$ cat src/include/gpio_cfg_pkg.sv
// Purpose: shared constants and types for the port configuration subregister block
// Assumes: 8-bit port, indirect access through address and control registers
// Notes:   subregister indices as held in the port address register
package gpio_cfg_pkg;
    localparam int unsigned PORT_WIDTH = 8;

    localparam logic [7:0] IDX_WAKE_SOURCE_EN = 8'h05;
    localparam logic [7:0] IDX_PULLUP_EN      = 8'h06;
    localparam logic [7:0] IDX_ALTSEL_LO      = 8'h07;
    localparam logic [7:0] IDX_ALTSEL_HI      = 8'h08;

    localparam logic [7:0] RST_WAKE_SOURCE_EN = 8'h00;
    localparam logic [7:0] RST_PULLUP_EN      = 8'h00;
    localparam logic [7:0] RST_ALTSEL_WIDE    = 8'h00;
    localparam logic [7:0] RST_ALTSEL_SMALL_A = 8'h04;

    // register access strobes from the cpu side of the port
    typedef struct packed {
        logic       addr_wr;
        logic       ctrl_wr;
        logic       ctrl_rd;
        logic [7:0] wdata;
    } reg_req_t;

    // per-pin alternate function steering
    typedef struct packed {
        logic       af_en;
        logic [1:0] af_sel;
    } pin_route_t;
endpackage

$ cat src/design/gpio_wake_pullup_altsel_subregs.sv
// Purpose: wake-source, pull-up and alternate-function select subregisters of one port
// Assumes: index written to the port address register picks the subregister that
//          the port control register reaches; one 10 MHz clock, sync reset
// Notes:   direction, output data and the alternate-function enable live elsewhere
//          and arrive as inputs
// Functional notes
// [RULE_01] index 05H reaches the wake-source enable
// [RULE_02] enabled pin edge in stop starts recovery
// [RULE_03] disabled pins never cause stop recovery
// [RULE_04] eight read/write wake bits, reset clear
// [RULE_05] index 06H reaches the pull-up enable
// [RULE_06] pull-up bit one turns pull-up on
// [RULE_07] index 07H reaches low select set
// [RULE_08] index 08H reaches high select set
// [RULE_09] two select bits choose one of four
// [RULE_10] software must also set enable bit
// [RULE_11] select reset 00H, small-package port A 04H
// [RULE_12] enable picks function, else plain port I/O
// [RULE_13] one wake request, only during stop
`timescale 1ns/10ps
module gpio_wake_pullup_altsel_subregs
    import gpio_cfg_pkg::*;
#(
    parameter int unsigned WIDTH         = PORT_WIDTH,
    parameter bit          SMALL_PORT_A  = 1'b0
)(
    input  wire logic                clock_i,
    input  wire logic                sys_rst_i,
    input  wire reg_req_t            req_i,
    input  wire logic                stop_mode_i,
    input  wire logic [WIDTH-1:0]    pin_i,
    input  wire logic [WIDTH-1:0]    altfunc_enable_bit_i,
    input  wire logic [WIDTH-1:0]    pin_direction_bit_i,
    input  wire logic [WIDTH-1:0]    port_out_i,
    input  wire logic [4*WIDTH-1:0]  af_out_i,
    input  wire logic [4*WIDTH-1:0]  af_oe_i,
    output logic [7:0]               rdata_o,
    output logic [7:0]               addr_reg_o,
    output logic [WIDTH-1:0]         weak_pullup_en_o,
    output logic [WIDTH-1:0]         pin_out_o,
    output logic [WIDTH-1:0]         pin_oe_o,
    output logic                     wake_req_o
);
    localparam logic [7:0] ALTSEL_RST = SMALL_PORT_A ? RST_ALTSEL_SMALL_A : RST_ALTSEL_WIDE;

    typedef enum logic [1:0] {
        RUN_ST  = 2'b01,
        STOP_ST = 2'b10
    } wake_state_t;

    logic [WIDTH-1:0] wake_source_en;
    logic [WIDTH-1:0] altfunc_sel_bit_lo;
    logic [WIDTH-1:0] altfunc_sel_bit_hi;
    logic [WIDTH-1:0] pin_sync;
    logic [WIDTH-1:0] pin_prev;
    logic [WIDTH-1:0] edge_hit;
    logic [7:0]       next_rdata;
    wake_state_t      wake_state;
    logic [2:0]       sync_fill;

    // index register
    always_ff @(posedge clock_i) begin
        if (sys_rst_i) begin
            addr_reg_o <= 8'h00;
        end else if (req_i.addr_wr) begin
            addr_reg_o <= req_i.wdata;
        end
    end

    // subregister writes through the control register
    always_ff @(posedge clock_i) begin
        if (sys_rst_i) begin
            wake_source_en     <= RST_WAKE_SOURCE_EN[WIDTH-1:0]; // RULE_04
            weak_pullup_en_o   <= RST_PULLUP_EN[WIDTH-1:0];      // RULE_06
            altfunc_sel_bit_lo <= ALTSEL_RST[WIDTH-1:0];         // RULE_11
            altfunc_sel_bit_hi <= ALTSEL_RST[WIDTH-1:0];         // RULE_11
        end else if (req_i.ctrl_wr) begin
            case (addr_reg_o)
                IDX_WAKE_SOURCE_EN: begin
                    wake_source_en <= req_i.wdata[WIDTH-1:0];    // RULE_01
                end
                IDX_PULLUP_EN: begin
                    weak_pullup_en_o <= req_i.wdata[WIDTH-1:0];  // RULE_05
                end
                IDX_ALTSEL_LO: begin
                    altfunc_sel_bit_lo <= req_i.wdata[WIDTH-1:0]; // RULE_07
                end
                IDX_ALTSEL_HI: begin
                    altfunc_sel_bit_hi <= req_i.wdata[WIDTH-1:0]; // RULE_08
                end
                default: begin
                end
            endcase
        end
    end

    // read data; other indices belong to neighbour blocks and read zero here
    always_comb begin
        next_rdata = 8'h00;
        case (addr_reg_o)
            IDX_WAKE_SOURCE_EN: next_rdata[WIDTH-1:0] = wake_source_en;     // RULE_01
            IDX_PULLUP_EN:      next_rdata[WIDTH-1:0] = weak_pullup_en_o;   // RULE_05
            IDX_ALTSEL_LO:      next_rdata[WIDTH-1:0] = altfunc_sel_bit_lo; // RULE_07
            IDX_ALTSEL_HI:      next_rdata[WIDTH-1:0] = altfunc_sel_bit_hi; // RULE_08
            default:            next_rdata = 8'h00;
        endcase
    end

    always_ff @(posedge clock_i) begin
        if (sys_rst_i) begin
            rdata_o <= 8'h00;
        end else if (req_i.ctrl_rd) begin
            rdata_o <= next_rdata;
        end
    end

    // pins are asynchronous to the clock
    genvar g;
    generate
        for (g = 0; g < WIDTH; g++) begin : g_pin
            sync2 u_sync (
                .clock_i   (clock_i),
                .sys_rst_i (sys_rst_i),
                .d_i       (pin_i[g]),
                .q_o       (pin_sync[g])
            );
            pin_route u_route (
                .clock_i    (clock_i),
                .sys_rst_i  (sys_rst_i),
                .route_i    ({altfunc_enable_bit_i[g],
                              altfunc_sel_bit_hi[g], altfunc_sel_bit_lo[g]}), // RULE_09
                .af_out_i   (af_out_i[4*g +: 4]),
                .af_oe_i    (af_oe_i[4*g +: 4]),
                .port_out_i (port_out_i[g]),
                .dir_in_i   (pin_direction_bit_i[g]),
                .pin_out_o  (pin_out_o[g]),
                .pin_oe_o   (pin_oe_o[g])
            );
        end
    endgenerate

    // synchroniser and edge register restart at zero, so a pin idling high would
    // look like a change; edges count only once both hold real samples
    always_ff @(posedge clock_i) begin
        if (sys_rst_i) begin
            sync_fill <= 3'h0;
        end else begin
            sync_fill <= {sync_fill[1:0], 1'b1};
        end
    end

    always_ff @(posedge clock_i) begin
        if (sys_rst_i) begin
            pin_prev <= '0;
        end else begin
            pin_prev <= pin_sync;
        end
    end

    // either direction of change counts; disabled pins are masked out
    assign edge_hit = (pin_sync ^ pin_prev) & wake_source_en
                      & {WIDTH{sync_fill[2]}}; // RULE_02 RULE_03

    // wake request held until stop mode is left
    always_ff @(posedge clock_i) begin
        if (sys_rst_i) begin
            wake_state <= RUN_ST;
            wake_req_o <= 1'b0;
        end else begin
            case (wake_state)
                RUN_ST: begin
                    wake_req_o <= 1'b0;
                    if (stop_mode_i) begin
                        wake_state <= STOP_ST;
                    end
                end
                STOP_ST: begin
                    if (!stop_mode_i) begin
                        wake_state <= RUN_ST;
                        wake_req_o <= 1'b0;               // RULE_13
                    end else if (|edge_hit) begin
                        wake_req_o <= 1'b1;               // RULE_02 RULE_13
                    end
                end
                default: begin
                    wake_state <= RUN_ST;
                    wake_req_o <= 1'b0;
                end
            endcase
        end
    end

    // checks
    chk_wake_on_edge: assert property (@(posedge clock_i) disable iff (sys_rst_i) // RULE_02
        (wake_state == STOP_ST && stop_mode_i && |edge_hit) |=> wake_req_o)
        else $error("enabled pin change in stop did not raise wake");

    chk_no_wake_disabled: assert property (@(posedge clock_i) disable iff (sys_rst_i) // RULE_03
        (wake_state == STOP_ST && !wake_req_o && stop_mode_i
         && ((pin_sync ^ pin_prev) & wake_source_en) == '0)
        |=> !wake_req_o)
        else $error("wake raised without enabled pin change");

    chk_wake_only_stop: assert property (@(posedge clock_i) disable iff (sys_rst_i) // RULE_13
        !stop_mode_i |=> !wake_req_o)
        else $error("wake request outside stop mode");

    chk_wake_reg_write: assert property (@(posedge clock_i) disable iff (sys_rst_i) // RULE_01
        (req_i.ctrl_wr && addr_reg_o == IDX_WAKE_SOURCE_EN)
        |=> wake_source_en == $past(req_i.wdata[WIDTH-1:0]))
        else $error("wake enable write not taken");

    chk_pullup_write: assert property (@(posedge clock_i) disable iff (sys_rst_i) // RULE_05
        (req_i.ctrl_wr && addr_reg_o == IDX_PULLUP_EN)
        |=> weak_pullup_en_o == $past(req_i.wdata[WIDTH-1:0]))
        else $error("pull-up write not taken");

    chk_altsel_lo_write: assert property (@(posedge clock_i) disable iff (sys_rst_i) // RULE_07
        (req_i.ctrl_wr && addr_reg_o == IDX_ALTSEL_LO)
        |=> altfunc_sel_bit_lo == $past(req_i.wdata[WIDTH-1:0]))
        else $error("low select write not taken");

    chk_altsel_hi_write: assert property (@(posedge clock_i) disable iff (sys_rst_i) // RULE_08
        (req_i.ctrl_wr && addr_reg_o == IDX_ALTSEL_HI)
        |=> altfunc_sel_bit_hi == $past(req_i.wdata[WIDTH-1:0]))
        else $error("high select write not taken");

    chk_route_select: assert property (@(posedge clock_i) disable iff (sys_rst_i) // RULE_12
        altfunc_enable_bit_i[0]
        |=> pin_out_o[0] == $past(af_out_i[{altfunc_sel_bit_hi[0], altfunc_sel_bit_lo[0]}]))
        else $error("pin 0 not driven by selected function");

    chk_reset_values: assert property (@(posedge clock_i) // RULE_04 RULE_11
        sys_rst_i |=> (wake_source_en == '0 && weak_pullup_en_o == '0
                       && altfunc_sel_bit_lo == ALTSEL_RST[WIDTH-1:0]
                       && altfunc_sel_bit_hi == ALTSEL_RST[WIDTH-1:0]))
        else $error("reset values wrong");

    chk_index_write: assert property (@(posedge clock_i) disable iff (sys_rst_i) // RULE_01
        req_i.addr_wr |=> addr_reg_o == $past(req_i.wdata))
        else $error("index write not taken");

    chk_wake_readback: assert property (@(posedge clock_i) disable iff (sys_rst_i) // RULE_01
        (req_i.ctrl_rd && addr_reg_o == IDX_WAKE_SOURCE_EN)
        |=> rdata_o[WIDTH-1:0] == $past(wake_source_en))
        else $error("wake enable readback wrong");

    chk_pullup_readback: assert property (@(posedge clock_i) disable iff (sys_rst_i) // RULE_05
        (req_i.ctrl_rd && addr_reg_o == IDX_PULLUP_EN)
        |=> rdata_o[WIDTH-1:0] == $past(weak_pullup_en_o))
        else $error("pull-up readback wrong");

    chk_altsel_lo_read: assert property (@(posedge clock_i) disable iff (sys_rst_i) // RULE_07
        (req_i.ctrl_rd && addr_reg_o == IDX_ALTSEL_LO)
        |=> rdata_o[WIDTH-1:0] == $past(altfunc_sel_bit_lo))
        else $error("low select readback wrong");

    chk_altsel_hi_read: assert property (@(posedge clock_i) disable iff (sys_rst_i) // RULE_08
        (req_i.ctrl_rd && addr_reg_o == IDX_ALTSEL_HI)
        |=> rdata_o[WIDTH-1:0] == $past(altfunc_sel_bit_hi))
        else $error("high select readback wrong");

    chk_wake_en_hold: assert property (@(posedge clock_i) disable iff (sys_rst_i) // RULE_04
        !(req_i.ctrl_wr && addr_reg_o == IDX_WAKE_SOURCE_EN)
        |=> $stable(wake_source_en))
        else $error("wake enable changed without write");

    chk_pullup_hold: assert property (@(posedge clock_i) disable iff (sys_rst_i) // RULE_06
        !(req_i.ctrl_wr && addr_reg_o == IDX_PULLUP_EN)
        |=> $stable(weak_pullup_en_o))
        else $error("pull-up changed without write");

    chk_route_port: assert property (@(posedge clock_i) disable iff (sys_rst_i) // RULE_12
        !altfunc_enable_bit_i[0]
        |=> (pin_out_o[0] == $past(port_out_i[0])
             && pin_oe_o[0] == !$past(pin_direction_bit_i[0])))
        else $error("pin 0 not plain port I/O");

    chk_route_enable: assert property (@(posedge clock_i) disable iff (sys_rst_i) // RULE_09
        altfunc_enable_bit_i[0]
        |=> pin_oe_o[0] == $past(af_oe_i[{altfunc_sel_bit_hi[0], altfunc_sel_bit_lo[0]}]))
        else $error("pin 0 enable not from selected function");

    chk_wake_clear: assert property (@(posedge clock_i) disable iff (sys_rst_i) // RULE_13
        (wake_state == STOP_ST && !stop_mode_i)
        |=> (!wake_req_o && wake_state == RUN_ST))
        else $error("wake not cleared on leaving stop");
endmodule

$ cat src/design/pin_route.sv
// Purpose: one pin's choice between alternate function and plain port I/O
// Assumes: four alternate functions per pin, selected by two select bits
// Notes:   registered so the top output comes from a flip-flop
`timescale 1ns/10ps
module pin_route
    import gpio_cfg_pkg::*;
(
    input  wire logic       clock_i,
    input  wire logic       sys_rst_i,
    input  wire pin_route_t route_i,
    input  wire logic [3:0] af_out_i,
    input  wire logic [3:0] af_oe_i,
    input  wire logic       port_out_i,
    input  wire logic       dir_in_i,
    output logic            pin_out_o,
    output logic            pin_oe_o
);
    logic next_out;
    logic next_oe;

    always_comb begin
        if (route_i.af_en) begin
            next_out = af_out_i[route_i.af_sel]; // RULE_12
            next_oe  = af_oe_i[route_i.af_sel];  // RULE_09
        end else begin
            next_out = port_out_i;               // RULE_12
            next_oe  = ~dir_in_i;
        end
    end

    always_ff @(posedge clock_i) begin
        if (sys_rst_i) begin
            pin_out_o <= 1'b0;
            pin_oe_o  <= 1'b0;
        end else begin
            pin_out_o <= next_out;
            pin_oe_o  <= next_oe;
        end
    end
endmodule

$ cat src/design/sync2.sv
// Purpose: two-flop synchroniser for one pin input
// Assumes: single clock domain
// Notes:   first stage is read by the second stage only
`timescale 1ns/10ps
module sync2 (
    input  wire logic clock_i,
    input  wire logic sys_rst_i,
    input  wire logic d_i,
    output logic      q_o
);
    logic meta;

    always_ff @(posedge clock_i) begin
        if (sys_rst_i) begin
            meta <= 1'b0;
            q_o  <= 1'b0;
        end else begin
            meta <= d_i;
            q_o  <= meta;
        end
    end
endmodule

$ cat config.mk
export PLATFORM = sky130hd
export DESIGN_NAME = gpio_wake_pullup_altsel_subregs
export DESIGN_NICKNAME = d
export VERILOG_FILES = /design/src/include/gpio_cfg_pkg.sv /design/src/design/gpio_wake_pullup_altsel_subregs.sv /design/src/design/pin_route.sv /design/src/design/sync2.sv
export SDC_FILE = /design/constraint.sdc
export NUM_CORES = 1
export LEC_CHECK = 0
export BUFFER_PORTS_ARGS = -buffer_cell sky130_fd_sc_hd__buf_4
export CORE_MARGIN = 5
export CORE_UTILIZATION = 49
export DETAILED_ROUTE_END_ITERATION = 16
export GPL_TIMING_DRIVEN = 0
export HOLD_SLACK_MARGIN = 0.12
export PLACE_DENSITY = 0.81
export SYNTH_ARGS = -nofsm -noshare
export SYNTH_HDL_FRONTEND = slang
export SYNTH_HIERARCHICAL = 1
export SYNTH_SLANG_ARGS = --single-unit
export TNS_END_PERCENT = 1
$ cat constraint.sdc
create_clock -name clock_i -period 1.7 [get_ports clock_i]
set_clock_uncertainty 0.05 [all_clocks]
set_input_delay 0.425 -clock clock_i [delete_from_list [all_inputs] [get_ports clock_i]]
set_output_delay 0.425 -clock clock_i [all_outputs]
set_load 0.005 [all_outputs]
==> impl_metrics.py, run 1 <==
metrics = {
    "run_status": {
        "status": "finished clean",
    },
    "drt": {
        "drt-total-wl_um": 10700,
        "wl_per_cell_um": 16.6,
        "drt_iter0_markers": 97,
        "post_drt_via_cell_ratio": 5.36,
        "num_vias": 3456,
        "drt.antenna.violating_nets": 0,
        "drc": 0,
        "dr.pass1.iters": 4,
    },
    "die": {
        "die-height_um": 101,
        "num_rows": 33,
        "die_x_um": 101,
        "core_mm2": 0.00813,
        "ios": 151,
        "die-area_mm2": 0.0102,
        "initial_core_util_pct": 49.8,
    },
    "cts": {
        "tritoncts": "done",
        "cts_buffers": 9,
        "numClockSinks": 94,
        "insertion_delay_ns": 0.36,
        "cts-root-buf": "clkbuf_8",
        "htree_levels": 3,
        "clk_pin_slew_worst_paths_ns": 0.10,
        "clk_path_buf_depth": 2,
    },
    "synth": {
        "ys_ff_latch": 94,
        "syn_avg_cell_area_um2": 10.9,
        "yosysMostFrequentCell": "dfxtp_1",
        "synth_area_leaders": "dfxtp_1 46%, mux2i_1 20%, nor2b_1 4.2%, nor2_1 3.8%, o221ai_2 3.0%",
        "post-synth-top-area-cell": "dfxtp_1",
        "yosysTopAreaCellShare_pct": 46.4,
        "yosys_warnings": 6,
        "synth_area_mm2": 0.00405,
        "ys_types": 35,
        "async_reset_ff_share_pct": 0,
        "ys.flop_type": "dfxtp_1",
        "syn_nets": 483,
        "netlist_top_cells_count": "94 x dfxtp_1, 79 x mux2i_1, 41 x nor2_1",
        "netlist_instances": 373,
        "synth_edf_count": 0,
        "yosysSeqAreaShare_pct": 46.4,
    },
    "power_and_ir_drop": {
        "peakVddDrop_v": 0.000426,
        "leakagePower_nw": 2.49,
        "total_power_mw": 4.24,
        "power_density_mw_per_mm2": 767,
    },
    "layout": {
        "diodes": 0,
        "drive_gt1_share_pct": 38.3,
        "n_fill_cell": 652,
        "syn2layout_area_growth_pct": 36.3,
        "nets": 645,
    },
    "setup_path": {
        "crit_fanout": 9,
        "worst_setup_path_start_kind": "flop",
        "cp-end-kind": "flop",
        "worstPathRequired_ns": 1.89,
        "crit_type": "flop to flop",
        "cp.arrival_ns": 1.83,
    },
    "grt": {
        "grt_pass1_vias": 3518,
        "grt_util_all_layers_pct": 21.1,
        "grt_max_degree": 50,
        "grt_overflow_total": 0,
        "grt_pass1_wl_um": 17000,
        "antenna_found_initial": 0,
    },
    "flow_run": {
        "maxCapViolCount": 0,
    },
    "timing": {
        "fmax_mhz": 608,
        "finalHoldViolations": 0,
        "setup_viol": 0,
        "tightest_slew_ns": 0.597,
        "drv_slew": 0,
        "max_slew_margin_pct": 60.2,
        "finalCritPeriodShare_pct": 96.7,
        "finalCriticalPeriod_ns": 1.64,
        "tns_ns": 0,
    },
    "worst_hold_path": {
        "worstHoldPathType": "input pin to flop",
    },
    "placed_design": {
        "port_buffers": 149,
        "hpwl_um": 8250,
        "gp_congestion": 0.858,
    },
}
==> final cells by class <==
| cell class | count | area [µm²] | area share (%) |
|---|---|---|---|
| clock buffers | 9 | 124 | 2.24 |
| inverters | 3 | 11.3 | 0.204 |
| well taps | 105 | 131 | 2.38 |
| repair buffers | 151 | 1130 | 20.5 |
| clock inverters | 7 | 53.8 | 0.974 |
| flip-flops and latches | 94 | 1890 | 34.1 |
| multi-input cells | 255 | 2080 | 37.7 |
| plain buffers | 21 | 103 | 1.86 |
==> critical path, cell delays in order (launching register included) <==
cell	delay, ns
dfxtp_1	0.33
buf_6	0.14
and3b_1	0.18
clkbuf_4	0.19
nand4b_1	0.11
buf_4	0.23
mux2i_1	0.23
nor2_1	0.06
==> cell usage in the layout (no fill, tap or decap), types with 4 or more instances in the layout <==
| master | n |
|---|---|
| or3b_2 | 8 |
| a22o_1 | 8 |
| dfxtp_1 | 91 |
| nor2b_1 | 27 |
| clkbuf_1 | 15 |
| o221ai_2 | 8 |
| clkbuf_8 | 9 |
| o221ai_1 | 8 |
| or3_2 | 8 |
| a22oi_1 | 10 |
| or3b_1 | 8 |
| buf_4 | 154 |
| nand3b_1 | 9 |
| xor2_1 | 9 |
| o22ai_1 | 7 |
| nand2_1 | 4 |
| nor2_1 | 41 |
| mux2i_1 | 78 |
==> metrics by stage <==
step           std cells  util, %  setup WS (ns)  area (µm²)  hold slack [ns]
3_5_place_dp         627     65.2         -0.242        5300            0.371
4_1_cts              643     67.6        0.00268        5500            0.202
5_1_grt              645     67.9       -0.00949        5520            0.214
6_report             645     67.9         0.0560        5520            0.213
3_3_place_gp         627     65.2         -0.209        5300            0.374
2_1_floorplan        373        -          0.237        4050            0.364
==> metal layers <==
layer | track usage, % | vias up | part of all wire, %
met5 | 0 | - | 0
met4 | 6.85 | 0 | 1.1
met3 | 5.33 | 12 | 10
met2 | 35.7 | 150 | 51
met1 | 26.3 | 1609 | 38
li1 | - | 1685 | -
==> power by group <==
| group | switching (mW) | total (mW) | internal (mW) |
|---|---|---|---|
| clock | 0.826 | 1.37 | 0.544 |
| combinational | 0.219 | 0.551 | 0.332 |
| sequential | 0.0426 | 2.32 | 2.27 |
| total | 1.09 | 4.24 | 3.15 |
==> cells by family after synthesis <==
family / count (synthesis) / synth area share (%)
XOR/XNOR: 9 / 1.94
flip-flops: 94 / 46.4
buffers and inverters: 24 / 2.72
AO/OA/AOI/OAI: 47 / 10.5
multiplexers: 79 / 19.5
AND/OR/NAND/NOR: 120 / 18.9
==> what timing repair did <==
action / 4_1_cts / 5_1_grt
resized for setup: 4 / 4
hold buffers: 0 / 0
endpoints found under the hold margin: 0 / 0
setup endpoints to repair: 12 / 40
setup buffers: 0 / 2
pin swaps: 1 / 1
==> worst paths after layout <==
check | from | cells past startpoint | slack [ns] | to
setup / recovery | addr_reg_o[1] | 7 | 0.06 | weak_pullup_en_o[1]
hold / removal | pin_i[1] | 2 | 0.21 | g_pin[1].u_sync/meta
setup reg to reg | addr_reg_o[1] | 7 | 0.06 | weak_pullup_en_o[1]
hold reg to reg | g_pin[0].u_sync/meta | 1 | 0.39 | g_pin[0].u_sync/q_o
Note: power is estimated with default switching activity, not from simulation.
==> inputs of run 2 (changes only) <==
- RECOVER_POWER: not set -> 50
==> run 2 against run 1 <==
Against the previous run:
- total power about the same
- design area decreased by 0.61%
- global-route usage unchanged
- final cell count unchanged
- critical path depth unchanged
- utilization decreased by 0.42 points
- sequential cell count unchanged
- critical endpoint unchanged
==> impl_metrics.py, run 2 (synthesis gave the netlist of run 1 again) <==
metrics = {
    "grt": {
        "grt_util_all_layers_pct": 21.1,
        "grt_max_degree": 50,
        "antenna_found_initial": 0,
        "grt_pass1_vias": 3518,
        "grt_overflow_total": 0,
        "grt_pass1_wl_um": 17000,
    },
    "timing": {
        "tns_ns": 0,
        "finalHoldViolations": 0,
        "fmax_mhz": 606,
        "finalCritPeriodShare_pct": 97.1,
        "finalCriticalPeriod_ns": 1.65,
        "tightest_slew_ns": 0.594,
        "setup_viol": 0,
        "holdWs_ns": 0.214,
        "max_slew_margin_pct": 60.4,
        "drv_slew": 0,
    },
    "die": {
        "die-height_um": 101,
        "die_x_um": 101,
        "ios": 151,
        "core_mm2": 0.00813,
        "num_rows": 33,
        "initial_core_util_pct": 49.8,
        "die-area_mm2": 0.0102,
    },
    "setup_path": {
        "crit_type": "flop to flop",
        "r2r-end": "weak_pullup_en_o[1]",
        "reg2reg_slack_ns": 0.05,
        "cp.arrival_ns": 1.84,
        "worst_setup_path_start_kind": "flop",
        "worstPathRequired_ns": 1.89,
        "r2r-start": "addr_reg_o[1]",
        "cp-end-kind": "flop",
        "reg2reg_depth": 7,
        "crit_fanout": 9,
    },
    "placed_design": {
        "hpwl_um": 8250,
        "port_buffers": 149,
        "dpl-instance-area_mm2": 0.00530,
        "dp_cells": 627,
        "gp_congestion": 0.858,
    },
    "cts": {
        "htree_levels": 3,
        "insertion_delay_ns": 0.36,
        "clk_path_buf_depth": 2,
        "ctsHoldBuffers": 0,
        "tritoncts": "done",
        "numClockSinks": 94,
        "clk_pin_slew_worst_paths_ns": 0.10,
        "cts-root-buf": "clkbuf_8",
        "cts_buffers": 9,
    },
    "drt": {
        "drt-total-wl_um": 10700,
        "dr.pass1.iters": 4,
        "drt_iter0_markers": 109,
        "wl_per_cell_um": 16.7,
        "num_vias": 3477,
        "drc": 0,
        "drt.antenna.violating_nets": 0,
        "post_drt_via_cell_ratio": 5.39,
    },
    "layout": {
        "mostFrequentLayoutCells": "123 x buf_4, 91 x dfxtp_1, 78 x mux2i_1, 41 x nor2_1, 27 x nor2b_1",
        "diodes": 0,
        "drive_gt1_share_pct": 36.7,
        "instances_no_fill": 645,
        "regArea_mm2": 0.00189,
        "nets": 645,
        "fin_area_mm2": 0.00549,
        "final_common_cell": "buf_4",
        "multi_input_area_mm2": 0.00208,
        "n_fill_cell": 664,
        "syn2layout_area_growth_pct": 35.4,
    },
    "worst_hold_path": {
        "min_to": "g_pin[1].u_sync/meta",
        "worstHoldPathType": "input pin to flop",
        "holdPathStages": 2,
        "hold_start": "pin_i[1]",
    },
    "power_and_ir_drop": {
        "total_power_mw": 4.23,
        "leakagePower_nw": 2.44,
        "power_density_mw_per_mm2": 771,
        "peakVddDrop_v": 0.000424,
    },
    "flow_run": {
        "maxCapViolCount": 0,
    },
    "run_status": {
        "status": "finished clean",
    },
}
run 2: per-layer routing:
layer	part of all wire (%)	wire, µm	GRT usage, %
met1	39	4170	26.3
met2	51	5450	35.7
met3	9.0	967	5.33
met4	1.4	152	6.85
met5	0	0	0
run 2: timing repair:
item / CTS / global route
resized for setup: 4 / 4
endpoints found under the setup margin: 12 / 40
pin swaps: 1 / 1
buffers inserted: 0 / 2
run 2: area by class of cell:
class                      count  share of cell area [%]
multi-input combinational    255                    37.9
sequential                    94                    34.3
timing repair buffer         151                    20.0
tap                          105                    2.39
clock buffer                   9                    2.26
buffer                        21                    1.87
clock inverter                 7                   0.980
inverter                       3                   0.205
run 2: power breakdown:
part / switching [mW] / internal [mW]
clock: 0.830 / 0.544
combinational: 0.219 / 0.324
sequential: 0.0420 / 2.27
total: 1.09 / 3.14
run 2: how the worst max path moves through the flow:
stage | from | endpoint | slack, ns | cells after the start
after global routing | sys_rst_i | addr_reg_o[5] | -0.009 | 4
after detailed placement | sys_rst_i | altfunc_sel_bit_hi[1] | -0.24 | 4
after global placement | sys_rst_i | altfunc_sel_bit_hi[2] | -0.21 | 4
final | addr_reg_o[1] | weak_pullup_en_o[1] | 0.05 | 7
after floorplan | addr_reg_o[7] | altfunc_sel_bit_hi[0] | 0.24 | 4
after CTS | addr_reg_o[6] | altfunc_sel_bit_lo[4] | 0.003 | 4
run 2: critical path, cell delays in order (launching register included):
cell,delay (ns)
dfxtp_1,0.33
buf_6,0.14
and3b_1,0.18
clkbuf_4,0.19
nand4b_1,0.11
buf_4,0.23
mux2i_1,0.23
nor2_1,0.06
run 2: through the flow:
step / worst slack, ns / util (%)
2_1_floorplan: 0.237 / -
3_3_place_gp: -0.209 / 65.2
3_5_place_dp: -0.242 / 65.2
4_1_cts: 0.00268 / 67.6
5_1_grt: -0.00949 / 67.5
6_report: 0.0492 / 67.5
==> inputs of run 3 (changes only) <==
- ABC_AREA: not set -> 1
- CORE_MARGIN: 5 -> not set
- CORE_UTILIZATION: 49 -> 50
==> run 3 against run 2 <==
Against the previous run:
- design area up 2.5%
- die area down 14%
- clock-buffer cell count stayed put
- setup slack better by 0.14 ns
- critical endpoint is now altfunc_sel_bit_lo[6]
- largest power group unchanged
- highest routed layer unchanged
==> impl_metrics.py, run 3 <==
metrics = {
    "worst_hold_path": {
        "holdPathStages": 2,
        "worstHoldPathType": "input pin to flop",
    },
    "layout": {
        "fin_area_mm2": 0.00563,
        "final_common_cell": "nand2_1",
        "mostFrequentLayoutCells": "123 x nand2_1, 122 x buf_4, 94 x inv_1, 94 x dfxtp_1, 71 x nand3_1",
        "n_fill_cell": 718,
        "drive_gt1_share_pct": 26.2,
        "nets": 864,
        "diodes": 0,
        "syn2layout_area_growth_pct": 34.2,
    },
    "setup_path": {
        "worstPathRequired_ns": 1.90,
        "reg2reg_depth": 6,
        "crit_fanout": 10,
        "cp-end-kind": "flop",
        "worst_setup_path_start_kind": "flop",
        "cp.arrival_ns": 1.71,
        "crit_type": "flop to flop",
    },
    "timing": {
        "max_slew_margin_pct": 72.7,
        "tightest_slew_ns": 0.409,
        "finalCriticalPeriod_ns": 1.51,
        "fmax_mhz": 662,
        "rsz0062_at_grt": "false",
        "drv_slew": 0,
        "tns_ns": 0,
        "finalHoldViolations": 0,
        "holdWs_ns": 0.195,
        "finalCritPeriodShare_pct": 88.8,
        "setup_viol": 0,
    },
    "cts": {
        "cts-root-buf": "clkbuf_8",
        "numClockSinks": 94,
        "cts_buffers": 9,
        "insertion_delay_ns": 0.36,
        "clk_path_buf_depth": 2,
        "post_cts_buffers": 0,
        "htree_levels": 3,
        "tritoncts": "done",
        "ctsResizeCount": 0,
        "ctsHoldBuffers": 0,
        "clk_pin_slew_worst_paths_ns": 0.10,
    },
    "die": {
        "ios": 151,
        "initial_core_util_pct": 51.3,
        "core_mm2": 0.00818,
        "die-height_um": 93.6,
        "num_rows": 33,
        "die_x_um": 93.6,
        "die-area_mm2": 0.00876,
    },
    "placed_design": {
        "port_buffers": 150,
        "gp_congestion": 0.880,
        "hpwl_um": 8800,
        "dpl-instance-area_mm2": 0.00545,
    },
    "synth": {
        "synth_area_leaders": "dfxtp_1 45%, nand2_1 11%, nand3_1 8.5%, inv_1 7.8%, a21oi_1 6.3%",
        "syn_nets": 703,
        "synth_edf_count": 0,
        "netlist_top_cells_count": "123 x nand2_1, 94 x dfxtp_1, 87 x inv_1",
        "yosysSeqAreaShare_pct": 44.9,
        "ys.flop_type": "dfxtp_1",
        "netlist_instances": 593,
        "ys_ff_latch": 94,
        "post-synth-top-area-cell": "dfxtp_1",
        "ys_types": 23,
        "yosysTopAreaCellShare_pct": 44.9,
        "syn_avg_cell_area_um2": 7.07,
        "async_reset_ff_share_pct": 0,
        "yosys_warnings": 6,
        "yosysMostFrequentCell": "nand2_1",
        "synth_area_mm2": 0.00419,
    },
    "grt": {
        "antenna_found_initial": 0,
        "grt_pass1_wl_um": 18500,
        "grt_pass1_vias": 4077,
        "grt_max_degree": 26,
        "grt_util_all_layers_pct": 27.2,
        "grt_overflow_total": 0,
    },
    "drt": {
        "drc": 0,
        "post_drt_via_cell_ratio": 5.05,
        "drt-total-wl_um": 11700,
        "drt_iter0_markers": 273,
        "dr.pass1.iters": 5,
        "drt.antenna.violating_nets": 0,
        "wl_per_cell_um": 13.6,
        "num_vias": 4361,
    },
    "run_status": {
        "status": "finished clean",
    },
    "flow_run": {
        "maxCapViolCount": 0,
    },
    "power_and_ir_drop": {
        "power_density_mw_per_mm2": 783,
        "peakVddDrop_v": 0.000524,
        "leakagePower_nw": 2.61,
    },
}
-- run 3: changes by cell type after synthesis, sizes merged, moves of 27 or more --
cell   before  now
nand3       2   75
mux2i      79    0
nand2       4  126
nor2b      27    0
a21oi       2   60
inv         3  103
o21ai       3   64
-- run 3: cell type report --
cell class,count,area (µm²),area share (%)
tap,105,131,2.33
buffer,13,97.6,1.73
clock buffer,9,124,2.20
inverter,103,387,6.87
sequential,94,1880,33.4
multi-input combinational,383,1830,32.5
clock inverter,7,73.8,1.31
timing repair buffer,150,1100,19.6
-- run 3: power by group --
group	total [mW]	switching [mW]	internal [mW]
clock network	1.47	0.888	0.583
registers	2.32	0.0410	2.28
logic	0.613	0.299	0.314
-- run 3: per-stage QoR --
| stage | std cells | util, % | total power, mW | worst slack (ns) |
|---|---|---|---|---|
| after floorplan | 593 | - | 2.62 | 0.414 |
| after global placement | 848 | 66.7 | 2.96 | -0.119 |
| after detailed placement | 848 | 66.7 | 2.99 | -0.135 |
| after CTS | 864 | 69.1 | 4.41 | 0.213 |
| after global routing | 864 | 68.8 | 4.60 | 0.0797 |
| final | 864 | 68.8 | 4.41 | 0.191 |
-- run 3: path summary, 6_finish.rpt --
path                                 from                          to  slack, ns
hold reg to reg      g_pin[3].u_sync/meta         g_pin[3].u_sync/q_o       0.36
setup reg to reg            addr_reg_o[0]       altfunc_sel_bit_lo[6]       0.19
hold / removal    altfunc_enable_bit_i[2]  g_pin[2].u_route/pin_out_o       0.20
setup / recovery            addr_reg_o[0]       altfunc_sel_bit_lo[6]       0.19
-- run 3: per-layer routing --
metal	vias to the layer above	part of all wire (%)	track usage, %
met5	-	0	0
met1	1966	41	30.7
met2	171	50	51.6
met3	14	8.0	4.47
li1	2210	-	-
met4	0	1.4	8.85
-- run 3: worst max-delay path, cell delays in order (launching register included) --
cell,delay (ns)
dfxtp_1,0.41
nand2_1,0.11
nor2_4,0.27
nand3_4,0.15
buf_6,0.19
o21ai_2,0.16
a21oi_2,0.05
-- run 3: cell families (layout without fill, tap and decap cells) --
logic type / Yosys count / in the layout / synth area share [%]
compound gates: 126 / 126 / 15.9
xor+xnor: 1 / 1 / 0.209
buf+inv: 116 / 282 / 11.5
flops: 94 / 94 / 44.9
simple gates: 256 / 256 / 27.4
